### src/pkg/frpc_pkg.sv
// constants, types and register layout of the fault retry and pin configuration bank
// Overview of operation
// - bits 7:6 pick output-voltage retry unit: 1, 4, 16 or 256 ms
// - bits 5:4 pick input-voltage retry unit with the same four-step encoding
// - bits 3:2 pick output-current retry unit: 1, 4, 16 or 256 ms
// - bits 1:0 pick temperature retry unit: 1, 4, 16 or 256 ms
// - bits 31:24 hold the unsigned base address that any offset is added to
// - with resistor addressing off, offset comes from bits 23:17
// - bit 16 picks offset source: 0 register field, 1 strapping resistor
// - bit 39 sets power-good polarity: 1 active high, 0 active low
// - bit 32 sets control input polarity: 1 active high, 0 active low
// - any fast overcurrent response sets the status bit and notifies the host
// - response 00 keeps running forever, current held at the limit, no shutdown
// - response 11 limits for the delay, then applies the retry setting if still limiting
// - retry 000 latches off until cleared, 001-110 one to six tries, 111 forever
// - delay code n means two to the n delay units
package frpc_pkg;

    // ==========================================================
    // command codes
    localparam logic [7:0]  CMD_FAULT_UNITS = 8'hc8;
    localparam logic [7:0]  CMD_BUS_PIN     = 8'hc9;
    localparam logic [7:0]  CMD_FAST_OC     = 8'hca;

    // ==========================================================
    // field positions
    localparam int          VOUT_UNIT_LSB   = 6;
    localparam int          VIN_UNIT_LSB    = 4;
    localparam int          IOUT_UNIT_LSB   = 2;
    localparam int          TEMP_UNIT_LSB   = 0;
    localparam int          BASE_ADDR_LSB   = 24;
    localparam int          ADDR_OFS_LSB    = 17;
    localparam int          ADDR_STRAP_BIT  = 16;
    localparam int          PG_POL_BIT      = 39;
    localparam int          CTL_POL_BIT     = 32;
    localparam int          RESP_LSB        = 6;
    localparam int          RETRY_LSB       = 3;
    localparam int          DELAY_LSB       = 0;

    // writable bits of the 40-bit register; reserved bits read zero
    localparam logic [39:0] BUS_PIN_MASK    = 40'h81_ffff_0000;

    // ==========================================================
    // reset values
    localparam logic [7:0]  FAULT_UNITS_RST = 8'h00;
    localparam logic [39:0] BUS_PIN_RST     = 40'h00_0000_0000;
    localparam logic [7:0]  FAST_OC_RST     = 8'h00;

    // ==========================================================
    // encodings
    localparam logic [1:0]  RESP_IGNORE     = 2'h0;
    localparam logic [1:0]  RESP_RETRY      = 2'h3;
    localparam logic [2:0]  RETRY_NEVER     = 3'h0;
    localparam logic [2:0]  RETRY_ALWAYS    = 3'h7;

    // ==========================================================
    // timing
    localparam int          MS_NS           = 1000000;
    localparam int          CLK_PERIOD_NS   = 40;
    localparam int          CYC_PER_MS      = MS_NS / CLK_PERIOD_NS;

    // ==========================================================
    // types
    typedef enum logic [1:0] {
        FRPC_RUN     = 2'b00,
        FRPC_LIMIT   = 2'b01,
        FRPC_OFFWAIT = 2'b11,
        FRPC_LATCHED = 2'b10
    } frpc_state_t;

    typedef struct packed {
        logic        valid;
        logic        write;
        logic [7:0]  code;
        logic [39:0] wdata;
    } frpc_cmd_t;

    typedef struct packed {
        logic        valid;
        logic        nack;
        logic [39:0] rdata;
    } frpc_rsp_t;

    typedef struct packed {
        logic [8:0]  vout_ms;
        logic [8:0]  vin_ms;
        logic [8:0]  iout_ms;
        logic [8:0]  temp_ms;
    } frpc_units_t;

    typedef struct packed {
        logic [7:0]  fault_units_reg;
        logic [39:0] bus_pin_reg;
        logic [7:0]  fast_oc_reg;
        frpc_state_t fsm_reg;
        logic [15:0] pre_reg;
        logic [15:0] ms_left_reg;
        logic [2:0]  tries_reg;
        logic        fault_d_reg;
        frpc_rsp_t   rsp_reg;
        frpc_units_t units_reg;
        logic [7:0]  bus_addr_reg;
        logic        pg_pin_reg;
        logic        ctl_on_reg;
        logic        oc_status_reg;
        logic        alert_reg;
        logic        limit_en_reg;
        logic        out_en_reg;
    } frpc_st_t;

    // ==========================================================
    // decoders
    function automatic logic [8:0] unit_ms(input logic [1:0] code);
        case (code)
            2'h0:    unit_ms = 9'h001;
            2'h1:    unit_ms = 9'h004;
            2'h2:    unit_ms = 9'h010;
            default: unit_ms = 9'h100;
        endcase
    endfunction

    function automatic logic [7:0] delay_units(input logic [2:0] code);
        delay_units = 8'h01 << code;
    endfunction

endpackage

### src/core/frpc_top.sv
// fault retry timing, bus address and pin polarity configuration bank
`timescale 1ns/10ps
module frpc_top #(
    parameter int P_CYC_PER_MS = frpc_pkg::CYC_PER_MS
) (
    input  wire logic                  i_sys_clk,
    input  wire logic                  i_rst_b,
    input  wire frpc_pkg::frpc_cmd_t   i_cmd,
    input  wire logic [6:0]            i_strap_offset,
    input  wire logic                  i_oc_fault,
    input  wire logic                  i_fault_clear,
    input  wire logic                  i_power_good,
    input  wire logic                  i_control_pin,
    output frpc_pkg::frpc_rsp_t        o_rsp,
    output frpc_pkg::frpc_units_t      o_units,
    output logic [7:0]                 o_bus_addr,
    output logic                       o_power_good_pin,
    output logic                       o_control_on,
    output logic                       o_oc_status,
    output logic                       o_alert,
    output logic                       o_limit_en,
    output logic                       o_output_en
);
    import frpc_pkg::*;

    localparam logic [15:0] PRE_LAST = 16'(P_CYC_PER_MS - 1);

    frpc_st_t st_reg;
    frpc_st_t st_next;

    // ==========================================================
    // next state
    always_comb begin
        logic [1:0]  resp;
        logic [2:0]  retry;
        logic [15:0] delay_ms;
        logic [6:0]  ofs;
        logic        tick;
        logic        done;
        logic        rise;
        logic        load;
        resp     = st_reg.fast_oc_reg[RESP_LSB +: 2];
        retry    = st_reg.fast_oc_reg[RETRY_LSB +: 3];
        delay_ms = 16'(delay_units(st_reg.fast_oc_reg[DELAY_LSB +: 3])
                   * st_reg.units_reg.iout_ms);
        tick     = (st_reg.pre_reg == PRE_LAST);
        done     = (st_reg.ms_left_reg == 16'h0000);
        rise     = i_oc_fault & ~st_reg.fault_d_reg;
        load     = 1'b0;
        ofs      = 7'h00;
        st_next  = st_reg;

        // command port
        st_next.rsp_reg = '0;
        if (i_cmd.valid) begin
            st_next.rsp_reg.valid = 1'b1;
            case (i_cmd.code)
                CMD_FAULT_UNITS: begin
                    if (i_cmd.write) begin
                        st_next.fault_units_reg = i_cmd.wdata[7:0];
                    end
                    st_next.rsp_reg.rdata = {32'h0000_0000, st_reg.fault_units_reg};
                end
                CMD_BUS_PIN: begin
                    if (i_cmd.write) begin
                        st_next.bus_pin_reg = i_cmd.wdata & BUS_PIN_MASK;
                    end
                    st_next.rsp_reg.rdata = st_reg.bus_pin_reg;
                end
                CMD_FAST_OC: begin
                    if (i_cmd.write) begin
                        st_next.fast_oc_reg = i_cmd.wdata[7:0];
                    end
                    st_next.rsp_reg.rdata = {32'h0000_0000, st_reg.fast_oc_reg};
                end
                default: begin
                    st_next.rsp_reg.nack = 1'b1;
                end
            endcase
        end

        // decoded delay units
        st_next.units_reg.vout_ms = unit_ms(st_reg.fault_units_reg[VOUT_UNIT_LSB +: 2]);
        st_next.units_reg.vin_ms  = unit_ms(st_reg.fault_units_reg[VIN_UNIT_LSB +: 2]);
        st_next.units_reg.iout_ms = unit_ms(st_reg.fault_units_reg[IOUT_UNIT_LSB +: 2]);
        st_next.units_reg.temp_ms = unit_ms(st_reg.fault_units_reg[TEMP_UNIT_LSB +: 2]);

        // address and pins
        ofs = st_reg.bus_pin_reg[ADDR_STRAP_BIT] ? i_strap_offset
                                                 : st_reg.bus_pin_reg[ADDR_OFS_LSB +: 7];
        st_next.bus_addr_reg = st_reg.bus_pin_reg[BASE_ADDR_LSB +: 8] + {1'b0, ofs};
        st_next.pg_pin_reg   = st_reg.bus_pin_reg[PG_POL_BIT] ? i_power_good
                                                              : ~i_power_good;
        st_next.ctl_on_reg   = st_reg.bus_pin_reg[CTL_POL_BIT] ? i_control_pin
                                                               : ~i_control_pin;

        // status and notification, set wins over clear
        st_next.fault_d_reg = i_oc_fault;
        st_next.alert_reg   = rise;
        if (rise) begin
            st_next.oc_status_reg = 1'b1;
        end else if (i_fault_clear) begin
            st_next.oc_status_reg = 1'b0;
        end

        // fault response
        case (st_reg.fsm_reg)
            FRPC_RUN: begin
                st_next.out_en_reg   = 1'b1;
                st_next.limit_en_reg = i_oc_fault;
                if (i_oc_fault && resp == RESP_RETRY) begin
                    st_next.fsm_reg = FRPC_LIMIT;
                    load            = 1'b1;
                end
            end
            FRPC_LIMIT: begin
                st_next.limit_en_reg = 1'b1;
                if (!i_oc_fault) begin
                    st_next.fsm_reg = FRPC_RUN;
                end else if (done) begin
                    st_next.limit_en_reg = 1'b0;
                    st_next.out_en_reg   = 1'b0;
                    if (retry == RETRY_NEVER) begin
                        st_next.fsm_reg = FRPC_LATCHED;
                    end else if (retry == RETRY_ALWAYS) begin
                        st_next.fsm_reg = FRPC_OFFWAIT;
                        load            = 1'b1;
                    end else if (st_reg.tries_reg < retry) begin
                        st_next.tries_reg = st_reg.tries_reg + 3'h1;
                        st_next.fsm_reg   = FRPC_OFFWAIT;
                        load              = 1'b1;
                    end else begin
                        st_next.fsm_reg = FRPC_LATCHED;
                    end
                end
            end
            FRPC_OFFWAIT: begin
                st_next.out_en_reg   = 1'b0;
                st_next.limit_en_reg = 1'b0;
                if (done) begin
                    st_next.fsm_reg    = FRPC_RUN;
                    st_next.out_en_reg = 1'b1;
                end
            end
            FRPC_LATCHED: begin
                st_next.out_en_reg   = 1'b0;
                st_next.limit_en_reg = 1'b0;
                if (i_fault_clear) begin
                    st_next.fsm_reg    = FRPC_RUN;
                    st_next.tries_reg  = 3'h0;
                    st_next.out_en_reg = 1'b1;
                end
            end
            default: begin
                st_next.fsm_reg = FRPC_RUN;
            end
        endcase

        // response code changed away from retry leaves a plain limiting run
        if (resp != RESP_RETRY && st_reg.fsm_reg != FRPC_RUN) begin
            st_next.fsm_reg   = FRPC_RUN;
            st_next.tries_reg = 3'h0;
        end

        // millisecond timer
        if (load) begin
            st_next.pre_reg     = 16'h0000;
            st_next.ms_left_reg = delay_ms;
        end else begin
            st_next.pre_reg = tick ? 16'h0000 : st_reg.pre_reg + 16'h0001;
            if (tick && !done) begin
                st_next.ms_left_reg = st_reg.ms_left_reg - 16'h0001;
            end
        end
    end

    // ==========================================================
    // state register
    always_ff @(posedge i_sys_clk) begin
        if (!i_rst_b) begin
            st_reg                 <= '0;
            st_reg.fault_units_reg <= FAULT_UNITS_RST;
            st_reg.bus_pin_reg     <= BUS_PIN_RST;
            st_reg.fast_oc_reg     <= FAST_OC_RST;
            st_reg.fsm_reg         <= FRPC_RUN;
        end else begin
            st_reg <= st_next;
        end
    end

    // ==========================================================
    // outputs
    assign o_rsp            = st_reg.rsp_reg;
    assign o_units          = st_reg.units_reg;
    assign o_bus_addr       = st_reg.bus_addr_reg;
    assign o_power_good_pin = st_reg.pg_pin_reg;
    assign o_control_on     = st_reg.ctl_on_reg;
    assign o_oc_status      = st_reg.oc_status_reg;
    assign o_alert          = st_reg.alert_reg;
    assign o_limit_en       = st_reg.limit_en_reg;
    assign o_output_en      = st_reg.out_en_reg;

endmodule

### config.mk
export PLATFORM = sky130hd
export DESIGN_NAME = frpc_top
export DESIGN_NICKNAME = d
export VERILOG_FILES = /design/src/pkg/frpc_pkg.sv /design/src/core/frpc_top.sv
export SDC_FILE = /design/constraint.sdc
export NUM_CORES = 1
export LEC_CHECK = 0
export BUFFER_PORTS_ARGS = -buffer_cell sky130_fd_sc_hd__buf_2
export CORE_ASPECT_RATIO = 0.9
export CORE_MARGIN = 5
export CORE_UTILIZATION = 40
export CTS_CLUSTER_SIZE = 12
export DETAILED_ROUTE_END_ITERATION = 8
export GPL_ROUTABILITY_DRIVEN = 0
export PLACE_DENSITY = 0.58
export SLEW_MARGIN = 25
export SYNTH_ARGS = -nofsm -noshare
export SYNTH_HDL_FRONTEND = slang
export SYNTH_SLANG_ARGS = --single-unit
### constraint.sdc
create_clock -name i_sys_clk -period 4.7 [get_ports i_sys_clk]
set_input_delay 0.705 -clock i_sys_clk [delete_from_list [all_inputs] [get_ports i_sys_clk]]
set_output_delay 0.705 -clock i_sys_clk [all_outputs]
set_load 0.05 [all_outputs]
==> results of run 1 <==
[worst max-delay path by stage]
| stage | end | cells past startpoint | slack, ns | start |
|---|---|---|---|---|
| 6_report | st_reg[110]$_SDFFE_PN0P_ | 13 | 0.66 | st_reg[131]$_SDFFE_PN0P_ |
| 5_1_grt | st_reg[108]$_SDFFE_PN0P_ | 14 | 0.25 | st_reg[131]$_SDFFE_PN0P_ |
| 4_1_cts | st_reg[110]$_SDFFE_PN0P_ | 12 | 0.65 | st_reg[131]$_SDFFE_PN0P_ |
| 3_5_place_dp | st_reg[110]$_SDFFE_PN0P_ | 12 | 0.65 | st_reg[131]$_SDFFE_PN0P_ |
| 3_3_place_gp | st_reg[110]$_SDFFE_PN0P_ | 12 | 0.68 | st_reg[131]$_SDFFE_PN0P_ |
| 2_1_floorplan | st_reg[109]$_SDFFE_PN0P_ | 15 | 0.88 | st_reg[131]$_SDFFE_PN0P_ |
[logic make-up (layout without fill, tap and decap cells)]
group | Yosys count | in the layout
mux | 21 | 21
fa+ha+maj | 55 | 55
simple gates | 307 | 307
compound gates | 116 | 116
flops | 130 | 130
buf+inv | 140 | 164
other cells | 1 | 34
xor+xnor | 35 | 35
[through the flow]
stage	setup slack, ns	power [mW]
after floorplan	0.8804	1.270
after global placement	0.6780	1.284
after detailed placement	0.6473	1.283
after CTS	0.6504	2.622
after global routing	0.2498	2.690
final	0.6576	2.594
[critical path, cell delays in order, from the launching register on]
cell and delay [ns]:
dfxtp_1 0.51, nand2b_1 0.28, or2_2 0.36, fa_1 0.54, inv_1 0.06, fa_1 0.49
ha_1 0.30, ha_1 0.34, o21ai_0 0.09, a21oi_1 0.22, nor2_1 0.11, o31ai_1 0.24
xor2_1 0.13, o221a_2 0.25
[final cells by class]
class	instances	area [um2]	area share (%)
multi-input combinational	568	3659	46.91
sequential	130	2603	33.37
timing repair buffer	108	545.5	6.995
clock buffer	18	429.2	5.503
tap	235	294.0	3.770
clock inverter	14	178.9	2.294
inverter	24	90.09	1.155
[layer usage]
metal  up-vias  wire [um]  global-route usage [%]  share of wire [%]
met5         -          0                       0                  0
met4         0        136                   4.169               0.94
met3        11        813                   3.914                5.6
met2       119       6242                   21.31                 43
met1      2387       7251                   19.71                 50
li1       2708          -                       -                  -
[placed cells by master, fill, tap and decap left out, types with 4 or more instances in the layout]
cell and count:
dfxtp_1 130, buf_2 106, nor2_1 92, nand2_1 85
ha_1 47, a21oi_1 42, conb_1 34, and2_1 25
inv_1 23, nor3_1 22, xor2_1 21, o21ai_0 17
clkbuf_16 17, mux2i_1 15, nand2b_1 14, nand3_1 14
xnor2_1 14, and3_1 13, a22oi_1 8, fa_1 8
a31oi_1 7, nand4_1 7, a211oi_1 7, mux2_2 6
or3_1 6, a21boi_0 6, a21o_1 5, nor2b_1 5
clkinv_4 4
[report_power, final]
| part | total [mW] | switching, mW | leakage (nW) | internal [mW] |
|---|---|---|---|---|
| combinational | 0.143 | 0.117 | 2.20 | 0.0266 |
| sequential | 1.12 | 0.00535 | 1.05 | 1.11 |
| clock | 1.33 | 0.494 | 0.287 | 0.840 |
| total | 2.59 | 0.617 | 3.54 | 1.98 |
[synthesized netlist by cell type (17+ instances only)]
library cell	n
nor2_1	92
a21oi_1	42
o21ai_0	17
inv_1	24
dfxtp_1	130
xor2_1	21
nor3_1	22
and2_1	25
buf_4	87
nand2_1	85
clkbuf_1	22
ha_1	47
==> summary.txt, run 1 <==
Synthesis
  • Avg Inst Size Synth: 8.698 um2
  • Post-synth EDFFs: 0
  • Mapped Cells: 805
  • Post-Syn Area: 7002 um2
  • Post-synth top area share: 37.17%
  • Ys flop type: dfxtp_1
  • #FFs+latches synth: 130
  • Synth async-reset ratio: 0%
  • Complex-gate fraction of the synthesized area: 10.65%
  • Largest cells by area after synthesis: dfxtp_1 (37%), buf_4 (9.3%), ha_1 (8.4%)
  • Mux cell area share after synthesis: 3.109%
  • Adder-cell share of the synthesized area: 10.69%
  • Synth Area in Simple Gates: 21.52%
  • Post-synth top area cell: dfxtp_1
  • Post-synth cell types: 62
  • Syn. warnings: 0
  • Largest family of logic cells by synthesized area: simple AND/OR/NAND/NOR gates
  • XOR/XNOR Fraction of Synth Area: 4.378%
  • Sequential fraction of the synthesis area: 37.17%

Place
  • PortBufs: 106
  • Placed wire-length estimate: 10920 um
  • Placed cells: 1065
  • Placed inst area: 7184 um2

Final layout
  • Nets@finish: 967
  • Max reg flops: 72
  • Fraction of layout instances using a drive strength above 1: 18.91%
  • Layout area overhead: 11.38%
  • Fill cells: 1703
  • Core Util, Final: 45.71%
  • Final Instance Area: 7799 um2
  • Diodes inserted: 0
  • Final cell count without fillers: 1097

Hold path
  • Min-delay worst type: reg2reg
  • Hold path startpoint: st_reg[92]$_SDFF_PN0_
  • WHS Path Cells: 1
  • Hold endpoint: o_alert$_SDFF_PN0_

Routing
  • Vias: 5225
  • Pre-antenna DRT Iters: 4
  • Residual DRC: 0
  • First DRT Iteration DRCs: 184
  • Wire length per cell: 13.17 um
  • Routed Antenna Nets: 0
  • Vias/cell: 4.763
  • DRT Wirelength: 14440 um

Timing
  • Setup TNS Final: 0 ns
  • Period utilization: 86.01%
  • WHS: 0.4108 ns
  • Final Max Slew Viols: 0
  • Finish-stage setup viols: 0
  • RSZ-0062 raised after global routing: false
  • Worst Max-Slew Pin Slew: 0.8579 ns
  • Tmin final: 4.042 ns
  • Peak Freq: 247.4 MHz
  • Skew final: 0.009307 ns
  • Hold Vio Cnt, Final: 0
  • Rel. slew slack: 42.64%

Clock network
  • Clock Tree Root: clkbuf_16
  • CTS Hold Buffers Added: 0
  • CTS H-tree lvls: 4
  • Post-CTS Resized: 0
  • Clock sinks: 130
  • Worst-path clk slew: 0.06 ns
  • Setup bufs post-CTS: 0
  • CTS tree: yes
  • Clock Latency Late Sink: 0.41 ns
  • CTS buffer count: 17
  • Clk buf depth: 2

GRT
  • Antenna violations before repair: 0
  • First-pass GRT wire length: 23210 um
  • Remaining global-route overflow: 0
  • Largest net degree at the start of global routing: 31
  • Vias in the first global route: 4803
  • GRT Overall Usage: 14.12%

Floorplanning
  • Die area: 20250 um2
  • Starting density of the core: 41.04%
  • Die Span Y: 135.5 um
  • Die width: 149.5 um
  • Total core area: 17060 um2
  • Io pins: 155
  • Site Rows: 45

Power
  • Leakage: 3.542 nW
  • Worst vdd ir: 208.2 uV
  • Pwr Density: 332.6 nW/um2

Worst setup path
  • RR Startpoint: st_reg[131]$_SDFFE_PN0P_
  • Crit Path Max Fanout: 10
  • Worst setup SP type: flip-flop
  • Worst EP arrival: 4.35 ns
  • Worst endpoint required time: 5.01 ns
  • R2R Setup Slk: 0.66 ns
  • R2R depth: 13
  • Worst setup path category: reg2reg
  • Worst R2R End: st_reg[110]$_SDFFE_PN0P_
  • Crit. End Element: flip-flop

Status
  • Status: complete, no violations

Run
  • Max-cap check violation count: 0
No activity file was read; power rests on OpenSTA's default activity.
==> run 2, diff against run 1 <==
--- a/config.mk
+++ b/config.mk
@@ -7,12 +7,13 @@
 export LEC_CHECK = 0
 export BUFFER_PORTS_ARGS = -buffer_cell sky130_fd_sc_hd__buf_2
 export CORE_ASPECT_RATIO = 0.9
-export CORE_MARGIN = 5
 export CORE_UTILIZATION = 40
+export CTS_BUF_LIST = sky130_fd_sc_hd__clkbuf_16
 export CTS_CLUSTER_SIZE = 12
 export DETAILED_ROUTE_END_ITERATION = 8
 export GPL_ROUTABILITY_DRIVEN = 0
 export PLACE_DENSITY = 0.58
+export SETUP_SLACK_MARGIN = 0.15
 export SLEW_MARGIN = 25
 export SYNTH_ARGS = -nofsm -noshare
 export SYNTH_HDL_FRONTEND = slang
==> run 2 against run 1 <==
Compared with the run above:
- hold slack lost 0.0044 ns
- combinational power about the same
- global-route usage grew 2.6 points
- sequential cell count stayed put
- clock skew down 0.0047 ns
- clock power fell by 7%
- largest cell class unchanged
==> summary.txt, run 2 (synthesis gave the netlist of run 1 again) <==
Timing
  • Period utilization: 86.96% (+0.96 points)
  • RSZ-0062 raised after global routing: false
  • Tmin final: 4.087 ns (+0.04493 ns)
  • Finish-stage setup viols: 0 (unchanged)
  • Worst setup margin: 0.6127 ns (-0.04493 ns)
  • Peak Freq: 244.7 MHz (-1.1%)
  • Setup TNS Final: 0 ns (unchanged)
  • Skew final: 0.004615 ns (-0.004692 ns)
  • Hold Vio Cnt, Final: 0 (unchanged)
  • Worst Max-Slew Pin Slew: 0.8504 ns (-0.007537 ns)
  • Rel. slew slack: 43.14% (+0.50 points)
  • Final Max Slew Viols: 0 (unchanged)
  • WHS: 0.4064 ns (-0.004447 ns)

Power
  • Power, Total: 2.499 mW (-3.7%)
  • Pwr Density: 322.2 nW/um2 (-3.1%)
  • Combinational share of power: 5.8% (+0.3 points)
  • Leakage: 3.533 nW (-0.26%)
  • Worst vdd ir: 276.6 uV (+33%)
  • Switching share of power: 25.24% (+1.5 points)
  • Clock Power Share: 49.6% (-1.8 points)
  • Sequential share of power: 44.7% (+1.7 points)
  • Int Power: 1.868 mW (-5.5%)
  • Switching power: 0.6309 mW (+2.3%)

Place
  • PortBufs: 106 (unchanged)
  • Placed wire-length estimate: 10460 um (-4.2%)
  • Placed cells: 1066 (+0.094%)
  • Placed inst area: 7192 um2 (+0.10%)
  • Setup WS pre-CTS: 0.6404 ns (-0.006888 ns)

Worst setup path
  • RR Startpoint: st_reg[131]$_SDFFE_PN0P_
  • Crit. End Element: flip-flop
  • Buf+Inv Stages, Crit Path: 1 (unchanged)
  • Crit path depth: 13 (unchanged)
  • Worst setup path category: reg2reg
  • Worst endpoint required time: 5.01 ns (about the same)
  • CP max-delay cell: fa_1
  • Worst EP arrival: 4.39 ns (+0.04 ns)
  • CP peak stage delay: 0.55 ns (about the same)
  • Worst setup SP type: flip-flop
  • R2R Setup Slk: 0.61 ns (-0.04 ns)
  • Crit Path Max Fanout: 10 (unchanged)
  • Critical-path cell list: nand2b_1 -> or2_2 -> fa_1 -> inv_1 -> fa_1 -> ha_1 -> ha_1 -> o21ai_0 -> a21oi_1 -> nor2_1 -> o31ai_1 -> xor2_1 -> o221a_2
  • Worst Setup EP: st_reg[110]$_SDFFE_PN0P_
  • Crit. Startpoint: st_reg[131]$_SDFFE_PN0P_
  • Cell family with most CP delay: adder cells
  • Worst R2R End: st_reg[110]$_SDFFE_PN0P_
  • R2R depth: 13 (unchanged)

Final layout
  • Final Instance Area: 7757 um2 (-0.53%)
  • Commonest cells after routing, fill and taps aside: dfxtp_1 (130), buf_2 (106), nor2_1 (92), nand2_1 (85), ha_1 (47)
  • Diodes inserted: 0 (unchanged)
  • Fraction of layout instances using a drive strength above 1: 18.89% (-0.022 points)
  • Final cell count without fillers: 1098 (+0.091%)
  • Register Area: 2603 um2 (unchanged)
  • Most common cell after layout, fill and taps aside: dfxtp_1
  • Core Util, Final: 45.62% (-0.091 points)
  • Layout area overhead: 10.79%
  • Fill cells: 1750 (+2.8%)
  • Area occupied by multi-input gates: 3659 um2 (unchanged)
  • Nets@finish: 968 (+0.10%)
  • Max reg flops: 72 (unchanged)

Clock network
  • Worst-path clk slew: 0.06 ns (about the same)
  • CTS tree: yes
  • CTS Hold Buffers Added: 0 (unchanged)
  • Clock Tree Root: clkbuf_16
  • Setup bufs post-CTS: 0 (unchanged)
  • Clock Latency Late Sink: 0.42 ns (about the same)
  • CTS H-tree lvls: 4 (unchanged)
  • Clk buf depth: 2 (unchanged)
  • Clock sinks: 130 (unchanged)
  • Post-CTS Resized: 0 (unchanged)
  • CTS buffer count: 17 (unchanged)

GRT
  • Largest net degree at the start of global routing: 32 (+3.2%)
  • First-pass GRT wire length: 23960 um (+3.2%)
  • GRT Overall Usage: 16.76% (+2.6 points)
  • Remaining global-route overflow: 0 (unchanged)
  • Vias in the first global route: 4891 (+1.8%)
  • Antenna violations before repair: 0 (unchanged)

Floorplanning
  • Io pins: 155 (unchanged)
  • Site Rows: 45 (unchanged)
  • Total core area: 17000 um2 (-0.33%)
  • Die area: 18040 um2 (-11%)
  • Starting density of the core: 41.18% (+0.14 points)
  • Die width: 141.5 um (-5.4%)
  • Die Span Y: 127.5 um (-5.9%)

Routing
  • Pre-antenna DRT Iters: 5 (+1)
  • Residual DRC: 0 (unchanged)
  • First DRT Iteration DRCs: 202 (+9.8%)
  • Top routing layer in use: met4
  • Wire length per cell: 12.86 um (-2.4%)
  • Vias/cell: 4.735 (-0.59%)
  • Routed Antenna Nets: 0 (unchanged)
  • Met3 wire length: 650 um (-20%)
  • Vias: 5199 (-0.50%)
  • WL met1: 7351 um (+1.4%)
  • DRT Wirelength: 14120 um (-2.3%)
  • WL met2: 5971 um (-4.3%)

Run
  • Max-cap check violation count: 0 (unchanged)

Status
  • Status: complete, no violations

Hold path
  • Min-delay worst type: reg2reg
run 2: how the worst min path moves through the flow:
stage | cells past startpoint | startpoint | to
after floorplan | 1 | st_reg[92]$_SDFF_PN0_ | o_alert$_SDFF_PN0_
after global placement | 1 | st_reg[92]$_SDFF_PN0_ | o_alert$_SDFF_PN0_
after detailed placement | 1 | st_reg[92]$_SDFF_PN0_ | o_alert$_SDFF_PN0_
after CTS | 1 | st_reg[92]$_SDFF_PN0_ | o_alert$_SDFF_PN0_
after global routing | 1 | st_reg[92]$_SDFF_PN0_ | o_alert$_SDFF_PN0_
final | 1 | st_reg[92]$_SDFF_PN0_ | o_alert$_SDFF_PN0_
run 2: layout make-up:
cell class                 instances  share of cell area [%]
multi-input combinational        568                   47.16
sequential                       130                   33.55
timing repair buffer             109                   7.129
clock buffer                      17                   5.484
tap                              235                   3.790
clock inverter                    15                   1.726
inverter                          24                   1.161
run 2: power by group through the flow:
stage	Clock (mW)	Combinational [mW]	Sequential [mW]
2_1_floorplan	0	0.121	1.15
3_3_place_gp	0	0.144	1.14
3_5_place_dp	0	0.144	1.14
4_1_cts	1.27	0.144	1.12
5_1_grt	1.32	0.153	1.12
6_report	1.24	0.144	1.12
run 2: metal layers:
layer | vias to the layer above | GRT usage, %
li1 | 2701 | -
met5 | - | 0
met1 | 2364 | 23.80
met4 | 0 | 5.503
met2 | 123 | 24.75
met3 | 11 | 4.123
